## config.mk

```make
export PLATFORM = sky130hd
export DESIGN_NAME = gmc_mode_ctrl
export DESIGN_NICKNAME = d
export VERILOG_FILES = /design/src/gmc_pkg.sv /design/src/gmc_mode_ctrl.sv
export SDC_FILE = /design/constraint.sdc
export NUM_CORES = 1
export LEC_CHECK = 0
export BUFFER_PORTS_ARGS = -buffer_cell sky130_fd_sc_hd__clkbuf_2
export CORE_ASPECT_RATIO = 0.75
export CORE_MARGIN = 2
export CORE_UTILIZATION = 40
export CTS_BUF_LIST = sky130_fd_sc_hd__clkbuf_8 sky130_fd_sc_hd__clkbuf_16
export CTS_CLUSTER_SIZE = 16
export DETAILED_ROUTE_END_ITERATION = 6
export SLEW_MARGIN = 5
export SYNTH_ARGS = -nofsm -noshare
export SYNTH_HDL_FRONTEND = slang
export SYNTH_SLANG_ARGS = --single-unit
```

## constraint.sdc

```tcl
create_clock -name clk -period 4.65 [get_ports clk]
set_clock_uncertainty 0.2 [all_clocks]
set_input_delay 0.465 -clock clk [delete_from_list [all_inputs] [get_ports clk]]
set_output_delay 0.465 -clock clk [all_outputs]
set_load 0.05 [all_outputs]
```

## src/gmc_pkg.sv

```systemverilog
// Purpose: constants for the gauge operating-mode controller
// Assumes: 100 MHz clk, APB register access, 32-bit data
// Notes: long counts become top-level parameters
// Contract
// - With pin detection on, a falling present pin means battery inserted.
// - With pin detection on, a rising present pin means battery removed.
// - With pin detection off, presence comes only from insert and remove commands.
// - Normal mode only after insertion detected and initialization finished. Code: a removal in sleep also leads back to normal.
// - Termination: low current 80 s, capacity change, voltage above charge minus 100 mV.
// - On termination clear charging flag; fill remaining from full if enabled.
// - Power-up reset leads into initialization mode.
// - Reset copies default configuration into working registers before initialization.
// - Power-on reset or reset command sets the defaults-restored flag.
// - Insertion starts voltage measurement and clears the learned bits.
// - Halted initialization still serves host commands then halts again.
// - Enter-config command sets config flag and suspends gauging. Code: from init and normal only; in sleep it just returns to normal.
// - Resume command clears defaults-restored and config flags, resumes gauging.
// - Config mode exits on its own after about 240 s.
// - Normal mode measures and refreshes once per second.
// - Sleep only if sleep allowed and average current below sleep threshold.
// - Calibrate the converter after sleep qualifies, before entering sleep.
// - Sleep gates the fast oscillator yet still measures periodically.
// - Leave sleep once any entry condition fails.
// - Hibernate on request after valid voltage reading and low current, or low voltage.
// - Stay in hibernate until addressed bus traffic; other traffic wakes briefly.
// - Pin detection enable is bit 5 of the operation configuration high byte.
package gmc_pkg;
  localparam logic [7:0] ADDR_CONFIG = 8'h00;
  localparam logic [7:0] ADDR_CMD = 8'h04;
  localparam logic [7:0] ADDR_MEAS = 8'h08;
  localparam logic [7:0] ADDR_THR = 8'h0C;
  localparam logic [7:0] ADDR_STATUS = 8'h10;
  localparam logic [7:0] ADDR_CAP = 8'h14;
  localparam logic [15:0] CONFIG_DEFAULT = 16'h89F8;
  localparam int CFG_PIN_DET = 13;
  localparam int CFG_SLEEP = 5;
  localparam int CFG_FILL = 4;
  localparam logic [7:0] CMD_INSERT = 8'h0C;
  localparam logic [7:0] CMD_REMOVE = 8'h0D;
  localparam logic [7:0] CMD_ENTER_CFG = 8'h13;
  localparam logic [7:0] CMD_RESUME = 8'h42;
  localparam logic [7:0] CMD_RESET = 8'h41;
  localparam logic [7:0] CMD_HIB_REQ = 8'h11;
  localparam logic [15:0] TAPER_DEFAULT = 16'd75;
  localparam logic [15:0] SLEEP_CUR_DEFAULT = 16'd10;
  localparam logic [15:0] TERM_MARGIN_MV = 16'd100;
  localparam int CLK_HZ = 100000000;
  localparam int DEB_NS = 1000;
  localparam int DEB_CYC = (DEB_NS + 9) / 10;
  localparam int TICK_S = 1;
  localparam int TERM_S = 80;
  localparam int CFG_TO_S = 240;
  localparam int CAL_CYC = 16;
  localparam int INIT_CYC = 32;
  typedef enum logic [2:0] {
    ST_INIT = 3'b000,
    ST_NORMAL = 3'b001,
    ST_CONFIG = 3'b010,
    ST_CAL = 3'b011,
    ST_SLEEP = 3'b100,
    ST_HIB = 3'b101,
    ST_WAKE = 3'b110
  } gmc_state_t;
endpackage

```

## src/gmc_mode_ctrl.sv

```systemverilog
// Purpose: operating-mode controller of a battery gauge
// Assumes: host writes measurements and commands over APB
// Notes: seconds tick is a parameter so tests can shorten it
module gmc_mode_ctrl import gmc_pkg::*; #(
  parameter int TICK_CYC = CLK_HZ * TICK_S
) (
  input wire logic clk,
  input wire logic rst_n,
  input wire logic psel,
  input wire logic penable,
  input wire logic pwrite,
  input wire logic [7:0] paddr,
  input wire logic [31:0] pwdata,
  output logic [31:0] prdata,
  output logic pready,
  output logic pslverr,
  input wire logic batteryPresentPin,
  input wire logic busAddressed,
  input wire logic busOther,
  output logic hfOscEn,
  output logic measStrobe,
  output logic calStart,
  output logic voltMeasStart,
  output logic [2:0] mode
);
  gmc_state_t state_r;
  logic [15:0] config_r;
  logic [15:0] avgCur_r, volt_r, chgVolt_r, taper_r, sleepCur_r, hibCur_r, hibVolt_r;
  logic [15:0] remCap_r, fullCap_r;
  logic capGain_r;
  logic defaultsRestored_r, configFlag_r, charging_r, capLearned_r, resLearned_r;
  logic hibReq_r, voltageTaken_r, present_r, initDone_r;
  logic pinS1_r, pinS2_r, pinDeb_r, pinPrev_r;
  logic [7:0] debCnt_r;
  logic [31:0] tickCnt_r;
  logic tick_r;
  logic [7:0] secCnt_r;
  logic [7:0] termCnt_r;
  logic [7:0] cfgCnt_r;
  logic [5:0] stepCnt_r;
  logic wr, rd;
  logic cmdValid;
  logic [7:0] cmdCode;
  logic insertEv, removeEv, termEv;

  function automatic logic below(input logic [15:0] a, input logic [15:0] b);
    below = a < b;
  endfunction

  assign wr = psel && penable && pwrite;
  assign rd = psel && !penable && !pwrite;
  assign cmdValid = wr && (paddr == ADDR_CMD);
  assign cmdCode = pwdata[7:0];

  // Two-stage sync, then debounce on the second stage only
  always_ff @(posedge clk or negedge rst_n) begin
    if (!rst_n) begin
      pinS1_r <= 1'b1;
      pinS2_r <= 1'b1;
    end else begin
      pinS1_r <= batteryPresentPin;
      pinS2_r <= pinS1_r;
    end
  end

  always_ff @(posedge clk or negedge rst_n) begin
    if (!rst_n) begin
      debCnt_r <= 8'h00;
      pinDeb_r <= 1'b1;
      pinPrev_r <= 1'b1;
    end else begin
      pinPrev_r <= pinDeb_r;
      if (pinS2_r == pinDeb_r) begin
        debCnt_r <= 8'h00;
      end else if (debCnt_r == 8'(DEB_CYC - 1)) begin
        debCnt_r <= 8'h00;
        pinDeb_r <= pinS2_r;
      end else begin
        debCnt_r <= debCnt_r + 8'h01;
      end
    end
  end

  always_comb begin
    insertEv = 1'b0;
    removeEv = 1'b0;
    if (config_r[CFG_PIN_DET]) begin
      insertEv = pinPrev_r && !pinDeb_r;
      removeEv = !pinPrev_r && pinDeb_r;
    end else begin
      insertEv = cmdValid && (cmdCode == CMD_INSERT);
      removeEv = cmdValid && (cmdCode == CMD_REMOVE);
    end
  end

  // One-second cadence
  always_ff @(posedge clk or negedge rst_n) begin
    if (!rst_n) begin
      tickCnt_r <= 32'h00000000;
      tick_r <= 1'b0;
    end else if (tickCnt_r == 32'(TICK_CYC - 1)) begin
      tickCnt_r <= 32'h00000000;
      tick_r <= 1'b1;
    end else begin
      tickCnt_r <= tickCnt_r + 32'h00000001;
      tick_r <= 1'b0;
    end
  end

  // Termination window: 80 ticks of low current, voltage near full checked on the last tick only
  assign termEv = tick_r && (state_r == ST_NORMAL) && charging_r && (termCnt_r == 8'(TERM_S - 1)) &&
    below(avgCur_r, taper_r) && capGain_r && (volt_r > chgVolt_r - TERM_MARGIN_MV);

  always_ff @(posedge clk or negedge rst_n) begin
    if (!rst_n) begin
      termCnt_r <= 8'h00;
    end else if (tick_r) begin
      if (state_r != ST_NORMAL || !below(avgCur_r, taper_r) || termEv) begin
        termCnt_r <= 8'h00;
      end else if (termCnt_r != 8'(TERM_S - 1)) begin
        termCnt_r <= termCnt_r + 8'h01;
      end
    end
  end

  // Registers; reset loads defaults from constants
  always_ff @(posedge clk or negedge rst_n) begin
    if (!rst_n) begin
      config_r <= CONFIG_DEFAULT;
      avgCur_r <= 16'h0000;
      volt_r <= 16'h0000;
      chgVolt_r <= 16'hFFFF;
      taper_r <= TAPER_DEFAULT;
      sleepCur_r <= SLEEP_CUR_DEFAULT;
      hibCur_r <= 16'h0000;
      hibVolt_r <= 16'h0000;
      capGain_r <= 1'b0;
      fullCap_r <= 16'h0000;
    end else if (wr) begin
      case (paddr)
        ADDR_CONFIG: if (state_r == ST_CONFIG) config_r <= pwdata[15:0];
        ADDR_MEAS: begin
          avgCur_r <= pwdata[15:0];
          volt_r <= pwdata[31:16];
        end
        ADDR_THR: begin
          if (state_r == ST_CONFIG) begin
            taper_r <= pwdata[15:0];
            sleepCur_r <= pwdata[31:16];
          end
        end
        ADDR_CAP: begin
          fullCap_r <= pwdata[15:0];
          chgVolt_r <= pwdata[31:16];
        end
        ADDR_STATUS: begin
          hibCur_r <= pwdata[15:0];
          hibVolt_r <= pwdata[31:16];
          capGain_r <= 1'b1;
        end
        default: ;
      endcase
    end
  end

  always_ff @(posedge clk or negedge rst_n) begin
    if (!rst_n) begin
      remCap_r <= 16'h0000;
    end else if (termEv && config_r[CFG_FILL]) begin
      remCap_r <= fullCap_r;
    end
  end

  // Main mode machine
  always_ff @(posedge clk or negedge rst_n) begin
    if (!rst_n) begin
      state_r <= ST_INIT;
      defaultsRestored_r <= 1'b1;
      configFlag_r <= 1'b0;
      charging_r <= 1'b1;
      capLearned_r <= 1'b1;
      resLearned_r <= 1'b1;
      hibReq_r <= 1'b0;
      voltageTaken_r <= 1'b0;
      present_r <= 1'b0;
      initDone_r <= 1'b0;
      stepCnt_r <= 6'h00;
      cfgCnt_r <= 8'h00;
      voltMeasStart <= 1'b0;
      calStart <= 1'b0;
    end else begin
      voltMeasStart <= 1'b0;
      calStart <= 1'b0;
      if (termEv) charging_r <= 1'b0;
      if (cmdValid && cmdCode == CMD_HIB_REQ) hibReq_r <= 1'b1;
      if (cmdValid && cmdCode == CMD_RESET) defaultsRestored_r <= 1'b1;
      if (removeEv) begin
        present_r <= 1'b0;
        initDone_r <= 1'b0;
      end
      if (insertEv) begin
        present_r <= 1'b1;
        initDone_r <= 1'b0;
        stepCnt_r <= 6'h00;
        voltMeasStart <= 1'b1;
        capLearned_r <= 1'b0;
        resLearned_r <= 1'b0;
        voltageTaken_r <= 1'b1;
      end
      case (state_r)
        ST_INIT: begin
          // Commands are served through the bus while halted
          if (present_r && !initDone_r) begin
            if (stepCnt_r == 6'(INIT_CYC - 1)) initDone_r <= 1'b1;
            else stepCnt_r <= stepCnt_r + 6'h01;
          end
          if (cmdValid && cmdCode == CMD_ENTER_CFG) begin
            state_r <= ST_CONFIG;
            configFlag_r <= 1'b1;
            cfgCnt_r <= 8'h00;
          end else if (present_r && initDone_r && !removeEv) begin
            state_r <= ST_NORMAL;
          end
        end
        ST_NORMAL: begin
          if (removeEv) begin
            state_r <= ST_INIT;
          end else if (cmdValid && cmdCode == CMD_ENTER_CFG) begin
            state_r <= ST_CONFIG;
            configFlag_r <= 1'b1;
            cfgCnt_r <= 8'h00;
          end else if (tick_r && hibReq_r && voltageTaken_r &&
                       (below(avgCur_r, hibCur_r) || below(volt_r, hibVolt_r))) begin
            state_r <= ST_HIB;
          end else if (tick_r && config_r[CFG_SLEEP] && below(avgCur_r, sleepCur_r)) begin
            state_r <= ST_CAL;
            calStart <= 1'b1;
            stepCnt_r <= 6'h00;
          end
        end
        ST_CONFIG: begin
          if (tick_r) cfgCnt_r <= cfgCnt_r + 8'h01;
          if (cmdValid && cmdCode == CMD_RESUME) begin
            state_r <= ST_INIT;
            configFlag_r <= 1'b0;
            defaultsRestored_r <= 1'b0;
          end else if (tick_r && cfgCnt_r == 8'(CFG_TO_S - 1)) begin
            state_r <= ST_INIT;
            configFlag_r <= 1'b0;
          end
        end
        ST_CAL: begin
          if (stepCnt_r == 6'(CAL_CYC - 1)) state_r <= ST_SLEEP;
          else stepCnt_r <= stepCnt_r + 6'h01;
        end
        ST_SLEEP: begin
          if (!config_r[CFG_SLEEP] || !below(avgCur_r, sleepCur_r) || removeEv ||
              (cmdValid && cmdCode == CMD_ENTER_CFG)) begin
            state_r <= ST_NORMAL;
          end
        end
        ST_HIB: begin
          if (busAddressed) begin
            state_r <= ST_INIT;
            // A fresh request in the same cycle wins over the wake clear
            if (!(cmdValid && cmdCode == CMD_HIB_REQ)) hibReq_r <= 1'b0;
            initDone_r <= 1'b0;
            stepCnt_r <= 6'h00;
          end else if (busOther) begin
            state_r <= ST_WAKE;
          end
        end
        ST_WAKE: state_r <= ST_HIB;
        default: state_r <= ST_INIT;
      endcase
    end
  end

  // Outputs all from flops
  always_ff @(posedge clk or negedge rst_n) begin
    if (!rst_n) begin
      hfOscEn <= 1'b1;
      measStrobe <= 1'b0;
      mode <= 3'b000;
    end else begin
      hfOscEn <= !(state_r == ST_SLEEP || state_r == ST_HIB);
      measStrobe <= tick_r && (state_r == ST_NORMAL || state_r == ST_SLEEP);
      mode <= state_r;
    end
  end

  // APB: zero-wait answer, unmapped reads as zero with error
  always_ff @(posedge clk or negedge rst_n) begin
    if (!rst_n) begin
      prdata <= 32'h00000000;
      pready <= 1'b0;
      pslverr <= 1'b0;
    end else begin
      pready <= psel && !penable;
      pslverr <= psel && !penable && (paddr > ADDR_CAP || paddr[1:0] != 2'b00);
      if (rd) begin
        case (paddr)
          ADDR_CONFIG: prdata <= {16'h0000, config_r};
          ADDR_MEAS: prdata <= {volt_r, avgCur_r};
          ADDR_THR: prdata <= {sleepCur_r, taper_r};
          ADDR_STATUS: prdata <= {20'h00000, 1'b0, state_r, voltageTaken_r, hibReq_r, resLearned_r, capLearned_r,
                                  charging_r, configFlag_r, defaultsRestored_r, present_r};
          ADDR_CAP: prdata <= {fullCap_r, remCap_r};
          default: prdata <= 32'h00000000;
        endcase
      end
    end
  end

  // Run length of the calibration state, for checking only
  logic [4:0] calLen_r;
  always_ff @(posedge clk or negedge rst_n) begin
    if (!rst_n) begin
      calLen_r <= 5'h00;
    end else if (state_r == ST_CAL) begin
      calLen_r <= calLen_r + 5'h01;
    end else begin
      calLen_r <= 5'h00;
    end
  end
endmodule

```

==> run_results.csv <==
group,metric,value,unit
run_status,status,"finished clean",
synth,synth_top_cell_by_area,"dfrtp_1",
critical_path,critPathKind,"reg -> reg",
critical_path,start_kind,"flop",
routing,first_pass_iters,5,
layout,layout.filler_cells,3349,
sta,setup_viol,0,
synth,synth.most_common_cell,"dfrtp_1",
routing,drc_errors,0,
layout,drive_above_1_share,25.23,%
global_route,top_usage_layer,"met1",
synth,yosys.area.top_type_share,41.91,%
global_route,met1_usage,30.44,%
synth,syn-num-nets,1460,
synth,synthDistinctLibCells,69,
pwr,p_switching,1474,uW
critical_path,cp_slowest_cell,"dfstp_2",
sta,tns,0,ns
layout,reg.largest.list,"prdata: 32 flops, tickCnt_r: 32 flops",
global_route,use_met3,3.992,%
global_route,grt_use_total,19.92,%
global_route,antenna_found_initial,1,
routing,vias,10330,
pwr,sw_frac_of_total,26.64,%
pwr,leakage,0.007841,uW
sta,finalHoldViolations,0,
sta,finalCritPeriodShare,87.10,%
layout,n_antenna_cell,0,
global_route,met2_usage,29.01,%
critical_path,worst_ep_arrival_time,4.28,ns
pwr,power_frac_seq,46.9,%
synth,ys_ff_latch,280,
routing,vias_per_cell,5.415,
layout,nNetsFinal,1553,
critical_path,path_cells,"inv_1 -> ha_1 -> nand2b_1 -> a31oi_1 -> nand2_1 -> or3_1 -> xor2_1 -> ha_1 -> nand4_1 -> or3_1 -> nor2_1 -> nor3_1 -> nor2b_1 -> a22o_1 -> and3_1 -> buf_4 -> mux2_2",
routing,drt_wl_total,36.88,mm
hold_path,min_path_type,"in -> reg",
pwr,ir_drop,0.0002057,V
synth,synthCells,1330,
synth,synth-simple-area-share,12.83,%
clock_tree,cts_hold_buffers,3,
clock_tree,cts-resized-gates,0,
layout,final_cell_area,16410,um^2
critical_path,crit_path_max_fanout,16,
global_route,grt_overflow,0,
global_route,grt_pass1_vias,10280,
layout,seq_area,7054,um^2
critical_path,r2r-start,"chgVolt_r[2]",
global_route,grt_pass1_wl,59.15,mm
placement,place.gp.congestion,0.8590,
synth,synth_area,14450,um^2
clock_tree,htreeDepth,1,
critical_path,required,4.88,ns
critical_path,crit_path_start,"chgVolt_r[2]",
synth,synth_top_family_by_area,"multiplexers",
pwr,combinationalPowerShare,11.9,%
synth,synth-main-ff-cell,"dfrtp_1",
sta,drv_slew,0,
synth,synthMuxAreaShare,14.38,%
floorplanning,core_area,35730,um^2
pwr,clock_power_share,41.2,%
clock_tree,clk_pin_slew,0.06,ns
sta,finalCriticalPeriod,4.050,ns
global_route,grt_max_degree,114,
placement,hpwl,26.90,mm
routing,wl_per_cell,19.33,um
routing,ant_nets,0,
pwr,internal-power,4059,uW
sta,rsz0062_at_grt,"false",
routing,drtIter0Drc,560,
critical_path,max_stage_delay,0.38,ns
synth,async_flop_share,100.0,%
sta,tightest_slew,0.9397,ns
floorplanning,rows,60,
synth,synth.avg_cell_area,10.86,um^2
hold_path,min-delay-start,"pwdata[30]",
floorplanning,initial_core_util,40.44,%
clock_tree,cts_buffers,29,
sta,relSlewSlack,37.35,%
floorplanning,die_area,37680,um^2
synth,ys_seq_area_share,48.82,%
run,cap_violations,0,
sta,timing.fmax,246.9,MHz
clock_tree,cts_tree,"built",
clock_tree,worstSkewPairLatency,0.56,ns
floorplanning,num_io_pins,89,
clock_tree,clock_path_buffers,3,
clock_tree,ctsRootBufferMaster,"clkbuf_16",
synth,synth-edff-count,0,
pwr,power.density,337.2,nW/um^2
placement,numPortBuffers,88,
layout,multi_input_area,6880,um^2
layout,synthToLayoutAreaGrowth,13.55,%
synth,synth_area_leaders,"dfrtp_1 42%, mux2_2 12%, ha_1 7.1%, dfstp_2 6.9%, nor2_1 2.9%",
synth,yosys_warnings,0,
floorplanning,die_h,168.6,um
synth,synthAdderAreaFrac,7.100,%
floorplanning,die_w,223.5,um
critical_path,end_kind,"flop",
synth,yosys-top-cells-count,"242 x dfrtp_1, 157 x mux2_2, 111 x nor2_1",
clock_tree,post_cts_buffers,0,
clock_tree,cts_sinks,280,
synth,synth_xor_area_share,3.455,%
placement,placedInstanceArea,15440,um^2
synth,synth-compound-area-share,9.750,%
## layout make-up
class,instances,area share [%]
timing repair buffer,112,3.965
sequential,280,42.99
tap,465,3.546
clock buffer,38,5.178
inverter,82,1.876
clock inverter,13,0.5109
multi-input combinational,918,41.93
## cell usage in the layout, fill, tap and decap left out, drive strengths merged, types with 38 or more instances in the layout
cell / n
a21oi: 51
clkbuf: 125
dfrtp: 242
dfstp: 38
ha: 82
inv: 89
mux2: 157
nand2: 84
nand3: 50
nor2: 111
o21ai: 58
## per-stage QoR
step           power (uW)  hold WS, ns  std cells  setup slack, ns  utilization, %
2_1_floorplan        3054     -0.03059       1330           0.7226               -
3_3_place_gp         3284       0.1673       1854           0.6807           43.22
3_5_place_dp         3293       0.1595       1854           0.6010           43.22
4_1_cts              5592     0.001096       1908           0.5863           45.92
5_1_grt              5770     0.008146       1908           0.2968           45.92
6_report             5533      0.02209       1908           0.6001           45.92
## layer usage
metal | wire [um] | share of wire [%] | up-vias
li1 | - | - | 4925
met1 | 18680 | 51 | 5124
met2 | 15340 | 42 | 225
met3 | 2049 | 5.6 | 55
met4 | 799 | 2.2 | 2
met5 | 13 | 0.035 | -
## power groups by stage
stage	logic, uW	clock network, uW	registers [uW]
after global routing	737	2430	2600
after global placement	649	0	2630
after floorplan	407	0	2650
after CTS	664	2340	2590
final	661	2280	2590
after detailed placement	657	0	2640
## path summary, 6_finish.rpt
check / end / slack (ns) / depth (start not counted)
hold reg to reg: pinS2_r / 0.18 / 0
max in group asynchronous: chgVolt_r[15] / 2.75 / 3
hold / removal: chgVolt_r[14] / 0.02 / 2
setup reg to reg: remCap_r[10] / 0.60 / 17
min in group asynchronous: debCnt_r[4] / 0.41 / 2
setup / recovery: remCap_r[10] / 0.60 / 17
## kinds of logic (layout without fill, tap and decap cells)
family,Yosys count,in the layout
DFF,280,280
muxes,188,188
adders and majority gates,82,82
xor gates and xnor gates,57,57
AOI/OAI and AO/OA,215,215
and+or+nand+nor,376,376
buffers and inverters,132,245
## worst max-delay path, delay by kind of cell, from the launching register on
family          cells  cell delay (ns)
compound gates      2             0.64
xor+xnor            1             0.15
fa+ha+maj           2             0.44
buf+inv             2             0.33
flops               1             0.38
mux                 1             0.37
simple gates        9             1.40
(Power assumes the default switching activity.)
